--- config.mk ---
export PLATFORM = sky130hd
export DESIGN_NAME = ubiec_device_flat
export DESIGN_NICKNAME = d
export VERILOG_FILES = /design/src/verilog/ubiec_pkg.sv /design/src/verilog/ubiec_link_if.sv /design/src/verilog/ubiec_device.sv /design/src/flat_wrapper.sv
export SDC_FILE = /design/constraint.sdc
export NUM_CORES = 1
export LEC_CHECK = 0
export BUFFER_PORTS_ARGS = -buffer_cell sky130_fd_sc_hd__buf_2
export CAP_MARGIN = 20
export CORE_MARGIN = 2
export CORE_UTILIZATION = 28
export DETAILED_ROUTE_END_ITERATION = 16
export SKIP_LAST_GASP = 1
export SLEW_MARGIN = 20
export SYNTH_ARGS = -nofsm -noshare
export SYNTH_HDL_FRONTEND = slang
export SYNTH_SLANG_ARGS = --single-unit
--- constraint.sdc ---
create_clock -name clk_sys -period 4.2 [get_ports clk_sys]
set_input_delay 1.26 -clock clk_sys [delete_from_list [all_inputs] [get_ports clk_sys]]
set_output_delay 1.26 -clock clk_sys [all_outputs]
set_load 0.01 [all_outputs]
--- src/verilog/ubiec_pkg.sv ---
package ubiec_pkg;
	localparam int EP_N = 5;
	localparam int ADDR_W = 16;
	localparam int DATA_W = 8;
	localparam int LEN_W = 11;
	localparam int SEL_W = 3;

	localparam logic [ADDR_W-1:0] ADDR_IN_CTRL_HIGH = 16'hde12;
	localparam logic [ADDR_W-1:0] ADDR_OUT_MAX = 16'hde13;
	localparam logic [ADDR_W-1:0] ADDR_OUT_CTRL_LOW = 16'hde14;
	localparam logic [ADDR_W-1:0] ADDR_EP_SELECT = 16'hde30;
	localparam logic [ADDR_W-1:0] ADDR_IN_MAX = 16'hde31;
	localparam logic [ADDR_W-1:0] ADDR_IN_READY = 16'hde32;
	localparam logic [ADDR_W-1:0] ADDR_OUT_CONFIG = 16'hde33;
	localparam logic [ADDR_W-1:0] ADDR_CNT_LOW = 16'hde34;
	localparam logic [ADDR_W-1:0] ADDR_CNT_HIGH = 16'hde35;
	localparam logic [ADDR_W-1:0] ADDR_IRQ_STATUS = 16'hde36;
	localparam logic [ADDR_W-1:0] ADDR_IRQ_MASK = 16'hde37;

	localparam logic [SEL_W-1:0] EP_SEL_MIN = 3'h1;
	localparam logic [SEL_W-1:0] EP_SEL_MAX = 3'h5;

	localparam int IN_AUTO_BIT = 7;
	localparam int IN_ISO_BIT = 6;
	localparam int IN_RSV_HI = 5;
	localparam int IN_RSV_LO = 4;
	localparam int IN_FORCE_BIT = 3;
	localparam int IN_DBL_BIT = 0;
	localparam logic [1:0] IN_RSV_RESET = 2'h2;
	localparam int IN_READY_BIT = 0;

	localparam int OUT_TOG_RST_BIT = 7;
	localparam int OUT_SENT_STALL_BIT = 6;
	localparam int OUT_SEND_STALL_BIT = 5;
	localparam int OUT_FLUSH_BIT = 4;
	localparam int OUT_ERR_BIT = 3;
	localparam int OUT_OVR_BIT = 2;
	localparam int OUT_FULL_BIT = 1;
	localparam int OUT_READY_BIT = 0;

	localparam int OUTC_AUTO_BIT = 7;
	localparam int OUTC_ISO_BIT = 6;
	localparam int OUTC_DBL_BIT = 0;

	localparam int IRQ_IN_BIT = 5;
	localparam logic [1:0] ONE_PKT = 2'h1;
	localparam logic [1:0] TWO_PKT = 2'h2;
	localparam logic [4:0] HOST_WAIT_CYC = 5'h10;

	typedef enum logic [1:0] {TOK_OUT, TOK_IN, TOK_ACK} ubiec_tok_t;
	typedef enum logic [1:0] {HS_ACK, HS_NAK, HS_STALL, HS_DATA} ubiec_hs_t;
endpackage
--- src/verilog/ubiec_link_if.sv ---
`timescale 1ns/1ps
interface ubiec_link_if;
	logic tok_valid;
	ubiec_pkg::ubiec_tok_t tok_kind;
	logic [ubiec_pkg::SEL_W-1:0] tok_ep;
	logic tok_data1;
	logic [ubiec_pkg::LEN_W-1:0] tok_len;
	logic tok_err;
	logic hs_valid;
	ubiec_pkg::ubiec_hs_t hs_code;
	logic hs_data1;

	modport dev (
		input tok_valid, tok_kind, tok_ep, tok_data1, tok_len, tok_err,
		output hs_valid, hs_code, hs_data1
	);
	modport host (
		output tok_valid, tok_kind, tok_ep, tok_data1, tok_len, tok_err,
		input hs_valid, hs_code, hs_data1
	);
endinterface

--- src/verilog/ubiec_device.sv ---
`timescale 1ns/1ps
module ubiec_device (
	input wire logic clk_sys,
	input wire logic rst_n,
	ubiec_link_if.dev link,
	input wire logic [ubiec_pkg::ADDR_W-1:0] reg_addr,
	input wire logic [ubiec_pkg::DATA_W-1:0] reg_wdata,
	input wire logic reg_wr,
	input wire logic reg_rd,
	output logic [ubiec_pkg::DATA_W-1:0] reg_rdata,
	input wire logic in_byte_loaded,
	input wire logic out_byte_unloaded,
	output logic irq
);
	localparam int N = ubiec_pkg::EP_N;
	localparam int LW = ubiec_pkg::LEN_W;

	logic [ubiec_pkg::SEL_W-1:0] sel;
	logic [ubiec_pkg::SEL_W-1:0] idx;
	logic [ubiec_pkg::SEL_W-1:0] lk_idx;
	logic sel_ok;
	logic lk_ok;
	logic [7:0] wd;

	logic in_auto [N];
	logic in_iso [N];
	logic in_force [N];
	logic in_dbl [N];
	logic [1:0] in_rsv [N];
	logic [7:0] in_max [N];
	logic [1:0] in_pkts [N];
	logic [LW-1:0] in_load [N];
	logic in_tog [N];
	logic in_wait [N];
	logic out_auto [N];
	logic out_iso [N];
	logic out_dbl [N];
	logic [7:0] out_max [N];
	logic [1:0] out_pkts [N];
	logic [LW-1:0] out_len0 [N];
	logic [LW-1:0] out_len1 [N];
	logic [LW-1:0] out_unl [N];
	logic out_tog [N];
	logic out_sent_stall [N];
	logic out_send_stall [N];
	logic out_err [N];
	logic out_ovr [N];

	logic [N-1:0] ev_in_pop;
	logic [N-1:0] ev_in_wait;
	logic [N-1:0] ev_in_clrwait;
	logic [N-1:0] ev_out_push;
	logic [N-1:0] ev_out_stall;
	logic [N-1:0] ev_out_ovr;
	logic next_hs_valid;
	ubiec_pkg::ubiec_hs_t next_hs_code;
	logic next_hs_data1;
	logic [7:0] irq_status;
	logic [7:0] irq_mask;
	logic [7:0] irq_set;
	logic [7:0] next_rdata;

	assign wd = reg_wdata;
	assign sel_ok = sel >= ubiec_pkg::EP_SEL_MIN && sel <= ubiec_pkg::EP_SEL_MAX;
	assign idx = sel - ubiec_pkg::EP_SEL_MIN;
	assign lk_ok = link.tok_ep >= ubiec_pkg::EP_SEL_MIN && link.tok_ep <= ubiec_pkg::EP_SEL_MAX;
	assign lk_idx = link.tok_ep - ubiec_pkg::EP_SEL_MIN;

	// one token decoded per cycle; answer goes out on the next edge
	always_comb begin
		ev_in_pop = '0;
		ev_in_wait = '0;
		ev_in_clrwait = '0;
		ev_out_push = '0;
		ev_out_stall = '0;
		ev_out_ovr = '0;
		next_hs_valid = 1'b0;
		next_hs_code = ubiec_pkg::HS_NAK;
		next_hs_data1 = 1'b0;
		if (link.tok_valid && lk_ok) begin
			case (link.tok_kind)
				ubiec_pkg::TOK_IN: begin
					next_hs_valid = 1'b1;
					ev_in_clrwait[lk_idx] = 1'b1;
					if (in_pkts[lk_idx] != '0) begin
						next_hs_code = ubiec_pkg::HS_DATA;
						next_hs_data1 = in_tog[lk_idx];
						// iso gets no ack; forced flip drops without waiting
						if (in_iso[lk_idx] || in_force[lk_idx]) begin
							ev_in_pop[lk_idx] = 1'b1;
						end else begin
							ev_in_wait[lk_idx] = 1'b1;
						end
					end else if (in_iso[lk_idx]) begin
						next_hs_code = ubiec_pkg::HS_DATA;
					end
				end
				ubiec_pkg::TOK_ACK: begin
					ev_in_pop[lk_idx] = in_wait[lk_idx];
				end
				ubiec_pkg::TOK_OUT: begin
					if (out_send_stall[lk_idx] && !out_iso[lk_idx]) begin
						next_hs_valid = 1'b1;
						next_hs_code = ubiec_pkg::HS_STALL;
						ev_out_stall[lk_idx] = 1'b1;
					end else if (out_pkts[lk_idx] == (out_dbl[lk_idx] ?
							ubiec_pkg::TWO_PKT : ubiec_pkg::ONE_PKT)) begin
						if (out_iso[lk_idx]) begin
							ev_out_ovr[lk_idx] = 1'b1;
						end else begin
							next_hs_valid = 1'b1;
						end
					end else if (out_iso[lk_idx]) begin
						ev_out_push[lk_idx] = 1'b1;
					end else if (!link.tok_err) begin
						// corrupted bulk packets get silence so the host retries
						next_hs_valid = 1'b1;
						next_hs_code = ubiec_pkg::HS_ACK;
						ev_out_push[lk_idx] = link.tok_data1 == out_tog[lk_idx];
					end
				end
				default: begin
				end
			endcase
		end
	end

	always_ff @(posedge clk_sys or negedge rst_n) begin
		if (!rst_n) begin
			link.hs_valid <= 1'b0;
			link.hs_code <= ubiec_pkg::HS_NAK;
			link.hs_data1 <= 1'b0;
		end else begin
			link.hs_valid <= next_hs_valid;
			link.hs_code <= next_hs_code;
			link.hs_data1 <= next_hs_data1;
		end
	end

	always_ff @(posedge clk_sys or negedge rst_n) begin
		if (!rst_n) begin
			sel <= '0;
		end else if (reg_wr && reg_addr == ubiec_pkg::ADDR_EP_SELECT) begin
			sel <= wd[ubiec_pkg::SEL_W-1:0];
		end
	end

	genvar e;
	generate
		for (e = 0; e < N; e++) begin : g_ep
			logic hit;
			logic [1:0] in_cap;
			logic [1:0] out_cap;
			logic in_commit;
			logic out_pop;
			logic wr_outl;
			assign hit = sel_ok && idx == ubiec_pkg::SEL_W'(e);
			assign in_cap = in_dbl[e] ? ubiec_pkg::TWO_PKT : ubiec_pkg::ONE_PKT;
			assign out_cap = out_dbl[e] ? ubiec_pkg::TWO_PKT : ubiec_pkg::ONE_PKT;
			assign wr_outl = reg_wr && hit && reg_addr == ubiec_pkg::ADDR_OUT_CTRL_LOW;
			assign in_commit = in_pkts[e] != in_cap && ((reg_wr && hit &&
				reg_addr == ubiec_pkg::ADDR_IN_READY && wd[ubiec_pkg::IN_READY_BIT]) ||
				(in_auto[e] && hit && in_byte_loaded &&
				LW'(in_load[e] + 11'h1) == {in_max[e], 3'h0}));
			// flush, release by writing zero, or auto-release each pop one packet
			assign out_pop = out_pkts[e] != '0 && ((wr_outl &&
				(wd[ubiec_pkg::OUT_FLUSH_BIT] || !wd[ubiec_pkg::OUT_READY_BIT])) ||
				(out_auto[e] && hit && out_byte_unloaded &&
				LW'(out_unl[e] + 11'h1) == {out_max[e], 3'h0}));

			always_ff @(posedge clk_sys or negedge rst_n) begin
				if (!rst_n) begin
					in_auto[e] <= 1'b0;
					in_iso[e] <= 1'b0;
					in_rsv[e] <= ubiec_pkg::IN_RSV_RESET;
					in_force[e] <= 1'b0;
					in_dbl[e] <= 1'b0;
					in_max[e] <= '0;
					out_auto[e] <= 1'b0;
					out_iso[e] <= 1'b0;
					out_dbl[e] <= 1'b0;
					out_max[e] <= '0;
				end else if (reg_wr && hit) begin
					if (reg_addr == ubiec_pkg::ADDR_IN_CTRL_HIGH) begin
						in_auto[e] <= wd[ubiec_pkg::IN_AUTO_BIT];
						in_iso[e] <= wd[ubiec_pkg::IN_ISO_BIT];
						in_rsv[e] <= wd[ubiec_pkg::IN_RSV_HI:ubiec_pkg::IN_RSV_LO];
						in_force[e] <= wd[ubiec_pkg::IN_FORCE_BIT];
						in_dbl[e] <= wd[ubiec_pkg::IN_DBL_BIT];
					end
					if (reg_addr == ubiec_pkg::ADDR_IN_MAX) begin
						in_max[e] <= wd;
					end
					if (reg_addr == ubiec_pkg::ADDR_OUT_MAX) begin
						out_max[e] <= wd;
					end
					if (reg_addr == ubiec_pkg::ADDR_OUT_CONFIG) begin
						out_auto[e] <= wd[ubiec_pkg::OUTC_AUTO_BIT];
						out_iso[e] <= wd[ubiec_pkg::OUTC_ISO_BIT];
						out_dbl[e] <= wd[ubiec_pkg::OUTC_DBL_BIT];
					end
				end
			end

			always_ff @(posedge clk_sys or negedge rst_n) begin
				if (!rst_n) begin
					in_pkts[e] <= '0;
					in_load[e] <= '0;
					in_tog[e] <= 1'b0;
					in_wait[e] <= 1'b0;
				end else begin
					in_pkts[e] <= 2'(in_pkts[e] + {1'b0, in_commit} - {1'b0, ev_in_pop[e]});
					if (in_commit) begin
						in_load[e] <= '0;
					end else if (hit && in_byte_loaded) begin
						in_load[e] <= LW'(in_load[e] + 11'h1);
					end
					if (ev_in_pop[e]) begin
						in_tog[e] <= !in_tog[e];
					end
					in_wait[e] <= ev_in_wait[e] || (in_wait[e] && !ev_in_pop[e] &&
						!ev_in_clrwait[e]);
				end
			end

			always_ff @(posedge clk_sys or negedge rst_n) begin
				if (!rst_n) begin
					out_pkts[e] <= '0;
					out_len0[e] <= '0;
					out_len1[e] <= '0;
					out_unl[e] <= '0;
				end else begin
					out_pkts[e] <= 2'(out_pkts[e] + {1'b0, ev_out_push[e]} - {1'b0, out_pop});
					if (ev_out_push[e] && (out_pkts[e] == '0 ||
							(out_pkts[e] == ubiec_pkg::ONE_PKT && out_pop))) begin
						out_len0[e] <= link.tok_len;
					end else if (out_pop) begin
						out_len0[e] <= out_len1[e];
					end
					if (ev_out_push[e] && out_pkts[e] != '0) begin
						out_len1[e] <= link.tok_len;
					end
					if (out_pop) begin
						out_unl[e] <= '0;
					end else if (hit && out_byte_unloaded) begin
						out_unl[e] <= LW'(out_unl[e] + 11'h1);
					end
				end
			end

			// hardware sets win over software clears in the same cycle, but a toggle reset write beats a push's toggle flip
			always_ff @(posedge clk_sys or negedge rst_n) begin
				if (!rst_n) begin
					out_tog[e] <= 1'b0;
					out_sent_stall[e] <= 1'b0;
					out_send_stall[e] <= 1'b0;
					out_err[e] <= 1'b0;
					out_ovr[e] <= 1'b0;
				end else begin
					if (wr_outl && wd[ubiec_pkg::OUT_TOG_RST_BIT]) begin
						out_tog[e] <= 1'b0;
					end else if (ev_out_push[e] && !out_iso[e]) begin
						out_tog[e] <= !out_tog[e];
					end
					if (ev_out_stall[e]) begin
						out_sent_stall[e] <= 1'b1;
					end else if (wr_outl && !wd[ubiec_pkg::OUT_SENT_STALL_BIT]) begin
						out_sent_stall[e] <= 1'b0;
					end
					if (wr_outl) begin
						out_send_stall[e] <= wd[ubiec_pkg::OUT_SEND_STALL_BIT];
					end
					if (ev_out_push[e] && link.tok_err) begin
						out_err[e] <= 1'b1;
					end else if (out_pop) begin
						out_err[e] <= 1'b0;
					end
					if (ev_out_ovr[e]) begin
						out_ovr[e] <= 1'b1;
					end else if (wr_outl && !wd[ubiec_pkg::OUT_OVR_BIT]) begin
						out_ovr[e] <= 1'b0;
					end
				end
			end
		end
	endgenerate

	always_comb begin
		irq_set = '0;
		irq_set[N-1:0] = ev_out_stall | ev_out_push;
		irq_set[ubiec_pkg::IRQ_IN_BIT] = |ev_in_pop;
	end

	always_ff @(posedge clk_sys or negedge rst_n) begin
		if (!rst_n) begin
			irq_status <= '0;
			irq_mask <= '0;
		end else begin
			if (reg_wr && reg_addr == ubiec_pkg::ADDR_IRQ_STATUS) begin
				irq_status <= (irq_status & ~wd) | irq_set;
			end else begin
				irq_status <= irq_status | irq_set;
			end
			if (reg_wr && reg_addr == ubiec_pkg::ADDR_IRQ_MASK) begin
				irq_mask <= wd;
			end
		end
	end

	assign irq = |(irq_status & irq_mask);

	// self-clearing command bits are never stored, so they read as zero
	always_comb begin
		next_rdata = '0;
		if (reg_addr == ubiec_pkg::ADDR_EP_SELECT) begin
			next_rdata[ubiec_pkg::SEL_W-1:0] = sel;
		end else if (reg_addr == ubiec_pkg::ADDR_IRQ_STATUS) begin
			next_rdata = irq_status;
		end else if (reg_addr == ubiec_pkg::ADDR_IRQ_MASK) begin
			next_rdata = irq_mask;
		end else if (sel_ok) begin
			case (reg_addr)
				ubiec_pkg::ADDR_IN_CTRL_HIGH: begin
					next_rdata[ubiec_pkg::IN_AUTO_BIT] = in_auto[idx];
					next_rdata[ubiec_pkg::IN_ISO_BIT] = in_iso[idx];
					next_rdata[ubiec_pkg::IN_RSV_HI:ubiec_pkg::IN_RSV_LO] = in_rsv[idx];
					next_rdata[ubiec_pkg::IN_FORCE_BIT] = in_force[idx];
					next_rdata[ubiec_pkg::IN_DBL_BIT] = in_dbl[idx];
				end
				ubiec_pkg::ADDR_IN_MAX: next_rdata = in_max[idx];
				ubiec_pkg::ADDR_IN_READY: next_rdata[ubiec_pkg::IN_READY_BIT] = in_pkts[idx] != '0;
				ubiec_pkg::ADDR_OUT_MAX: next_rdata = out_max[idx];
				ubiec_pkg::ADDR_OUT_CONFIG: begin
					next_rdata[ubiec_pkg::OUTC_AUTO_BIT] = out_auto[idx];
					next_rdata[ubiec_pkg::OUTC_ISO_BIT] = out_iso[idx];
					next_rdata[ubiec_pkg::OUTC_DBL_BIT] = out_dbl[idx];
				end
				ubiec_pkg::ADDR_OUT_CTRL_LOW: begin
					next_rdata[ubiec_pkg::OUT_SENT_STALL_BIT] = out_sent_stall[idx];
					next_rdata[ubiec_pkg::OUT_SEND_STALL_BIT] = out_send_stall[idx];
					next_rdata[ubiec_pkg::OUT_ERR_BIT] = out_err[idx];
					next_rdata[ubiec_pkg::OUT_OVR_BIT] = out_ovr[idx];
					next_rdata[ubiec_pkg::OUT_FULL_BIT] = out_pkts[idx] ==
						(out_dbl[idx] ? ubiec_pkg::TWO_PKT : ubiec_pkg::ONE_PKT);
					next_rdata[ubiec_pkg::OUT_READY_BIT] = out_pkts[idx] != '0;
				end
				ubiec_pkg::ADDR_CNT_LOW: begin
					if (out_pkts[idx] != '0) begin
						next_rdata = out_len0[idx][7:0];
					end
				end
				ubiec_pkg::ADDR_CNT_HIGH: begin
					if (out_pkts[idx] != '0) begin
						next_rdata[LW-9:0] = out_len0[idx][LW-1:8];
					end
				end
				default: next_rdata = '0;
			endcase
		end
	end

	always_ff @(posedge clk_sys or negedge rst_n) begin
		if (!rst_n) begin
			reg_rdata <= '0;
		end else begin
			reg_rdata <= reg_rd ? next_rdata : '0;
		end
	end
endmodule

--- src/flat_wrapper.sv ---
// flat-port wrapper written by rule: the top's interface ports become plain ports
module ubiec_device_flat 
  (clk_sys, rst_n, reg_addr, reg_wdata, reg_wr, reg_rd, reg_rdata, in_byte_loaded, out_byte_unloaded, irq, link_tok_valid, link_tok_kind, link_tok_ep, link_tok_data1, link_tok_len, link_tok_err, link_hs_valid, link_hs_code, link_hs_data1);
  ubiec_link_if link_i ();
  input wire logic clk_sys;
  input wire logic rst_n;
  input wire logic [ubiec_pkg::ADDR_W-1:0] reg_addr;
  input wire logic [ubiec_pkg::DATA_W-1:0] reg_wdata;
  input wire logic reg_wr;
  input wire logic reg_rd;
  output logic [ubiec_pkg::DATA_W-1:0] reg_rdata;
  input wire logic in_byte_loaded;
  input wire logic out_byte_unloaded;
  output logic irq;
  input wire logic [$bits(link_i.tok_valid)-1:0] link_tok_valid;
  input wire logic [$bits(link_i.tok_kind)-1:0] link_tok_kind;
  input wire logic [$bits(link_i.tok_ep)-1:0] link_tok_ep;
  input wire logic [$bits(link_i.tok_data1)-1:0] link_tok_data1;
  input wire logic [$bits(link_i.tok_len)-1:0] link_tok_len;
  input wire logic [$bits(link_i.tok_err)-1:0] link_tok_err;
  output wire logic [$bits(link_i.hs_valid)-1:0] link_hs_valid;
  output wire logic [$bits(link_i.hs_code)-1:0] link_hs_code;
  output wire logic [$bits(link_i.hs_data1)-1:0] link_hs_data1;
  assign link_i.tok_valid = link_tok_valid;
  assign link_i.tok_kind = link_tok_kind;
  assign link_i.tok_ep = link_tok_ep;
  assign link_i.tok_data1 = link_tok_data1;
  assign link_i.tok_len = link_tok_len;
  assign link_i.tok_err = link_tok_err;
  assign link_hs_valid = link_i.hs_valid;
  assign link_hs_code = link_i.hs_code;
  assign link_hs_data1 = link_i.hs_data1;
  ubiec_device u_core (.clk_sys(clk_sys), .rst_n(rst_n), .link(link_i), .reg_addr(reg_addr), .reg_wdata(reg_wdata), .reg_wr(reg_wr), .reg_rd(reg_rd), .reg_rdata(reg_rdata), .in_byte_loaded(in_byte_loaded), .out_byte_unloaded(out_byte_unloaded), .irq(irq));
endmodule
==> metrics.csv, run 1 <==
metric,value,unit
outcome,completed,
mux share of post-synthesis cell area,14.4,%
Synth-to-Final Area Change,16.2,%
Internal Pwr Total,7.05,mW
"EDFF count, synth",0,
number of antenna violations at the first check in global routing,9,
Hold Path Sink,u_core.in_tog[1],
clock slew at the register clock pins of the worst setup and hold paths,60,ps
"basic-gate share of the synthesized area counting and, or, nand and nor cells",15.2,%
Pleak,12.6,nW
cell total after placement,3692,
clock tree buffer depth,3,
number of flip-flops and latches in the synthesized netlist,431,
average footprint of a synthesized cell,10.0,um2
post-route total power,9.44,mW
max-cap viol count,0,
maximum fanout encountered on the critical timing path,16,
DRT Pass-1 Iters,5,
Remaining DRCs,0,
mean routed wirelength per cell,20.7,um
post-route cell area,28900,um2
hpwl dp,57700,um
depth of the worst hold-timing path,1,
number of resized instances in the post-cts repair step,0,
count of synthesis-stage warnings from yosys,0,
largest area contributor in the synthesized netlist,dfrtp_1,
buffers inserted during post-CTS setup optimization,0,
final setup margin,133,ps
combined global-route utilization of all metal layers,17.1,%
core footprint,88200,um2
max-slew violation count,0,
most frequent cells after synthesis,"dfrtp_1 (425), nor2_1 (195), nand2_1 (191)",
flip-flop cell with the highest count after synthesis,dfrtp_1,
proportion of register bits with asynchronous set or reset after synthesis,100,%
total net switching power,2.38,mW
number of instances in the synthesized netlist,2487,
Hold Buf Count CTS,0,
RSZ-0062 raised after global routing,no,
Final GP Congestion,0.971,
row count,109,
fillcell total,8945,
area share of the largest cell type after synthesis,42.7,%
worst hold slack after final layout,467,ps
buffers added on ports,61,
clock sink count,431,
CTS buffer count,51,
area of the mapped netlist,24900,um2
hold violation total from the final report,0,
area of combinational cells with multiple inputs,13300,um2
XOR/XNOR Fraction of Synth Area,8.83,%
TritonCTS clock tree,yes,
PwrDens,326,nW/um2
number of global-route vias before repair,19300,
number of library cell types mapped by synthesis,88,
area fraction in compound gates after synthesis,12.3,%
register-to-register path setup slack,130,ps
relative slew slack,38.3,%
number of top-level design ports,62,
worst min-delay path category,flop to flop,
adder and majority gate portion of the synthesized area,2.51,%
main combinational cell family by area after synthesis,simple AND/OR/NAND/NOR gates,
Starting DRT DRC Count,1585,
reg2reg start,u_core.sel[0],
achievable frequency,0.246,GHz
final wirelength,78400,um
wire length of the first global-routing pass,121000,um
Chip Width,302,um
Worst Path Required,4700,ps
global route overflow,0,
initial core utilization,28.2,%
die outline area,91300,um2
cell area reported after detailed placement,27300,um2
number of standard cells in the final layout excluding fillers,3786,
pin count of the biggest net entering global routing,87,
critical register-to-register path endpoint,u_core.reg_rdata[0],
top-count cell post-synth,dfrtp_1,
vias,19800,
Setup Viol. Count Final,0,
cells taking the most area after synthesis,"dfrtp_1 (43%), mux2_2 (7.2%), xnor2_1 (5.5%)",
fraction of layout cells with a size suffix above 1,18.6,%
fraction of the yosys area taken by sequential cells,43.4,%
Final nets,2679,
count of nets left with antenna violations after detail routing,0,
via-per-instance ratio,5.24,
sequential share of power,46.4,%
die boundary height,302,um
shortest clock period the worst path allows after layout,4070,ps
Gate power share,6.4,%
net count after synthesis,2586,
critical setup path kind,flop to flop,
final period utilization,96.8,%
DP Worst Slack,-264,ps
CTS H-tree depth,2,
startpoint type of the worst setup path,flop,
clk_lat worst skew,620,ps
Sw Ratio,25.2,%
Worst Min Path Start,u_core.in_tog[1],
relative contribution of the clock network to total power,47.2,%
largest vdd supply drop,0.390,mV
worst slew pin tran,925,ps
Setup crit end kind,flop,
endpoint arrival time on the critical path,4570,ps
maximum clock skew at final layout,16.8,ps
root buffer cell,clkbuf_16,
reg2reg path depth,11,
area taken by flip-flops and latches,10800,um2
## worst max-delay path, stage by stage, from the launching register on
cell       delay (ps)
dfrtp_4           480
clkinv_1          110
ha_2              190
ha_2              570
buf_4             290
and2_1            410
o2bb2ai_1         170
a22oi_1           140
nor4b_1           650
o311ai_0          340
a41o_1            320
a21oi_1           290
## stage by stage
| step | setup TNS [ps] | utilization (%) |
|---|---|---|
| after floorplan | 0 | - |
| after global placement | -4330 | 30.9 |
| final | 0 | 32.8 |
| after CTS | 0 | 32.8 |
| after detailed placement | -11950 | 30.9 |
| after global routing | 0 | 32.8 |
## power by group through the flow
stage | sequential [mW] | clock, mW | combinational (mW)
after floorplan | 4.40 | 0 | 0.296
after global placement | 4.45 | 0 | 0.596
after detailed placement | 4.45 | 0 | 0.603
after CTS | 4.38 | 4.55 | 0.606
after global routing | 4.39 | 4.72 | 0.669
final | 4.38 | 4.45 | 0.605
## per-layer routing
layer,routed length [um],up-vias,share of wire [%],track usage [%]
met3,6210,131,7.9,3.73
met1,36600,9901,47,25.1
met4,1990,10,2.5,4.81
met2,33500,672,43,25.1
li1,-,9108,-,-
met5,54,-,0.069,0
## sequential cells by signal, summed over array words and instances, names as in the netlist, 8 cells and up
signal and flops:
u_core.in_load 55, u_core.in_rsv 10, u_core.in_max 40, u_core.irq_status 8, u_core.out_len1 55, u_core.out_len0 55, u_core.out_max 40, u_core.irq_mask 8
u_core.reg_rdata 8, u_core.out_pkts 10, u_core.out_unl 55, u_core.in_pkts 10
## layout by cell type (no fill, tap or decap), types with 13 or more instances in the layout
cell / instances
ha_1: 48
nand4_1: 30
inv_1: 53
nor3_1: 54
o22a_1: 13
mux2i_1: 103
buf_4: 122
a31oi_1: 25
nand2b_1: 21
a21oi_1: 92
and2_1: 17
mux2_2: 159
buf_2: 60
clkbuf_16: 51
mux2_1: 42
xnor2_1: 157
nor2b_1: 26
buf_12: 14
a211oi_1: 25
o211ai_1: 21
nor4_1: 33
nand2_1: 191
dfrtp_1: 424
clkbuf_1: 13
xor2_1: 92
a22oi_1: 45
o31ai_1: 13
o22ai_1: 13
nor2_1: 195
nand3b_1: 15
o21ai_0: 107
and3_1: 40
nand3_1: 83
or3_1: 17
## cells by family (layout without fill, tap and decap cells)
family,count (synthesis),count (layout)
other,0,1
DFF,431,431
and+or+nand+nor,769,769
muxes,320,320
buffers and inverters,213,346
AOI/OAI and AO/OA,454,454
adders and majority gates,50,50
xor gates and xnor gates,250,250
## how the worst max path moves through the flow
| stage | startpoint | end | slack, ps | cells past startpoint |
|---|---|---|---|---|
| 2_1_floorplan | u_core.sel[0] | u_core.out_pkts[9] | 10 | 18 |
| 3_3_place_gp | link_tok_ep[1] | u_core.out_len0[14] | -130 | 13 |
| 3_5_place_dp | link_tok_ep[1] | u_core.out_len0[11] | -260 | 13 |
| 4_1_cts | u_core.sel[0] | u_core.reg_rdata[0] | 260 | 11 |
| 5_1_grt | u_core.sel[0] | u_core.out_pkts[9] | 10 | 15 |
| 6_report | u_core.sel[0] | u_core.reg_rdata[0] | 130 | 11 |
## layout make-up
| type | count | share of cell area (%) |
|---|---|---|
| Antenna cell | 1 | 0.00865 |
| Tap cell | 1165 | 5.04 |
| Sequential cell | 431 | 37.3 |
| Multi-Input combinational cell | 1843 | 45.9 |
| Timing Repair Buffer | 197 | 5.23 |
| Clock buffer | 76 | 5.15 |
| Clock inverter | 17 | 0.614 |
| Inverter | 56 | 0.727 |
Power figures use the tool's default switching activity.
==> run 2, diff against run 1 <==
- BUFFER_PORTS_ARGS: -buffer_cell sky130_fd_sc_hd__buf_2 -> -buffer_cell sky130_fd_sc_hd__buf_4
==> metrics.csv, run 2 (synthesis gave the netlist of run 1 again) <==
metric,value,unit
accumulated negative setup slack,0,ps
TritonCTS clock tree,yes,
hold violation total from the final report,0,
pin count of the biggest net entering global routing,89,
combined global-route utilization of all metal layers,17.4,%
Setup crit end kind,flop,
vias,19900,
total net switching power,2.43,mW
number of top-level design ports,62,
largest vdd supply drop,0.352,mV
maximum clock skew at final layout,42.3,ps
Hold Buf Count CTS,0,
final wirelength,79400,um
endpoint arrival time on the critical path,4570,ps
initial core utilization,28.2,%
outcome,completed,
highest-delay cell along the critical path,dfrtp_4,
worst min-delay path category,flop to flop,
max-slew violation count,0,
achievable frequency,0.242,GHz
worst slew pin tran,855,ps
wire length of the first global-routing pass,123000,um
die outline area,91300,um2
Final nets,2697,
die boundary height,302,um
PwrDens,336,nW/um2
buffers added on ports,61,
number of antenna violations at the first check in global routing,5,
Worst Path Required,4640,ps
DRT Pass-1 Iters,6,
maximum fanout encountered on the critical timing path,15,
root buffer cell,clkbuf_16,
number of resized instances in the post-cts repair step,0,
Remaining DRCs,0,
Most common cell on crit path,buf_4,
count of nets left with antenna violations after detail routing,0,
CTS H-tree depth,2,
Gate power share,6.4,%
hpwl dp,58400,um
global route overflow,0,
relative slew slack,42.8,%
fraction of layout cells with a size suffix above 1,19.4,%
register-to-register path setup slack,70,ps
most used cells in the layout excluding fill and tap cells,"dfrtp_1 (424), buf_4 (199), nor2_1 (195)",
reg2reg path depth,13,
worst setup path endpoint,u_core.reg_rdata[6],
Synth-to-Final Area Change,18.1,%
chain of cells forming the critical path,clkinv_1 -> ha_2 -> ha_2 -> buf_4 -> and2_1 -> buf_4 -> o2bb2ai_1 -> a22oi_1 -> or2_2 -> a211oi_1 -> buf_4 -> o21ai_1 -> a211oi_1,
Sw Ratio,24.5,%
delay of the slowest critical-path stage,570,ps
number of global-route vias before repair,19400,
clk_lat worst skew,630,ps
shortest clock period the worst path allows after layout,4130,ps
Setup Viol. Count Final,0,
row count,109,
launch point of the worst path,u_core.sel[0],
critical register-to-register path endpoint,u_core.reg_rdata[6],
critical setup path kind,flop to flop,
clock sink count,431,
relative contribution of the clock network to total power,49.3,%
mean routed wirelength per cell,20.9,um
reg2reg start,u_core.sel[0],
sequential share of power,44.3,%
Internal Pwr Total,7.46,mW
startpoint type of the worst setup path,flop,
final setup margin,69.4,ps
core footprint,88200,um2
CTS buffer count,51,
buffers inserted during post-CTS setup optimization,0,
Starting DRT DRC Count,1962,
Chip Width,302,um
Final GP Congestion,0.987,
"most common cell after layout, fill and taps aside",dfrtp_1,
via-per-instance ratio,5.23,
final period utilization,98.3,%
clock tree buffer depth,3,
RSZ-0062 raised after global routing,no,
Pleak,12.8,nW
clock slew at the register clock pins of the worst setup and hold paths,60,ps
max-cap viol count,0,
DP Worst Slack,-215,ps
==> run 2: routing by layer <==
metal / share of wire [%] / global-route usage [%] / wire, um / vias up
met5: 0.034 / 0 / 27 / -
met4: 2.6 / 4.94 / 2070 / 4
met3: 7.8 / 3.93 / 6210 / 130
met2: 43 / 25.7 / 34000 / 667
met1: 47 / 25.2 / 37100 / 9951
li1: - / - / - / 9143
==> run 2: cell type report <==
| cell class | instances | area, um2 |
|---|---|---|
| Inverter | 56 | 210 |
| Clock buffer | 71 | 1450 |
| Timing Repair Buffer | 215 | 1810 |
| Multi-Input combinational cell | 1843 | 13300 |
| Tap cell | 1165 | 1460 |
| Sequential cell | 431 | 10800 |
| Clock inverter | 24 | 392 |
| Fill cell | 8973 | 58800 |
| Antenna cell | 1 | 2.50 |
==> run 2: worst min-delay path by stage <==
stage,from,to,slack (ps),cells after the start
detailed placement,u_core.in_tog[1],u_core.in_tog[1],460,1
global placement,u_core.in_tog[1],u_core.in_tog[1],460,1
CTS,u_core.in_tog[1],u_core.in_tog[1],470,1
floorplan,u_core.in_tog[0],u_core.in_tog[0],430,1
finish,u_core.in_tog[2],u_core.in_tog[2],470,1
global route,u_core.in_tog[1],u_core.in_tog[1],480,1
==> run 2: worst max-delay path, delay by kind of cell (launching register included) <==
| family | cells | cell delay [ps] |
|---|---|---|
| flip-flops | 1 | 570 |
| AO/OA/AOI/OAI | 5 | 1190 |
| AND/OR/NAND/NOR | 2 | 620 |
| adder cells (fa/ha/maj) | 2 | 740 |
| buffers and inverters | 4 | 820 |
==> run 2: through the flow <==
stage | instances | hold slack [ps] | total power, mW | cell area, um2 | utilization [%]
2_1_floorplan | 2487 | 434 | 4.69 | 24900 | -
3_3_place_gp | 3710 | 456 | 5.07 | 27600 | 31.2
3_5_place_dp | 3710 | 460 | 5.08 | 27600 | 31.2
4_1_cts | 3805 | 470 | 9.98 | 29400 | 33.3
5_1_grt | 3805 | 476 | 10.2 | 29400 | 33.3
6_report | 3806 | 474 | 9.89 | 29400 | 33.3
==> run 2: power groups by stage <==
| stage | Sequential (mW) | Combinational, mW | Clock [mW] |
|---|---|---|---|
| 2_1_floorplan | 4.40 | 0.296 | 0 |
| 3_3_place_gp | 4.45 | 0.622 | 0 |
| 3_5_place_dp | 4.45 | 0.630 | 0 |
| 4_1_cts | 4.37 | 0.633 | 4.97 |
| 5_1_grt | 4.39 | 0.697 | 5.13 |
| 6_report | 4.38 | 0.634 | 4.88 |
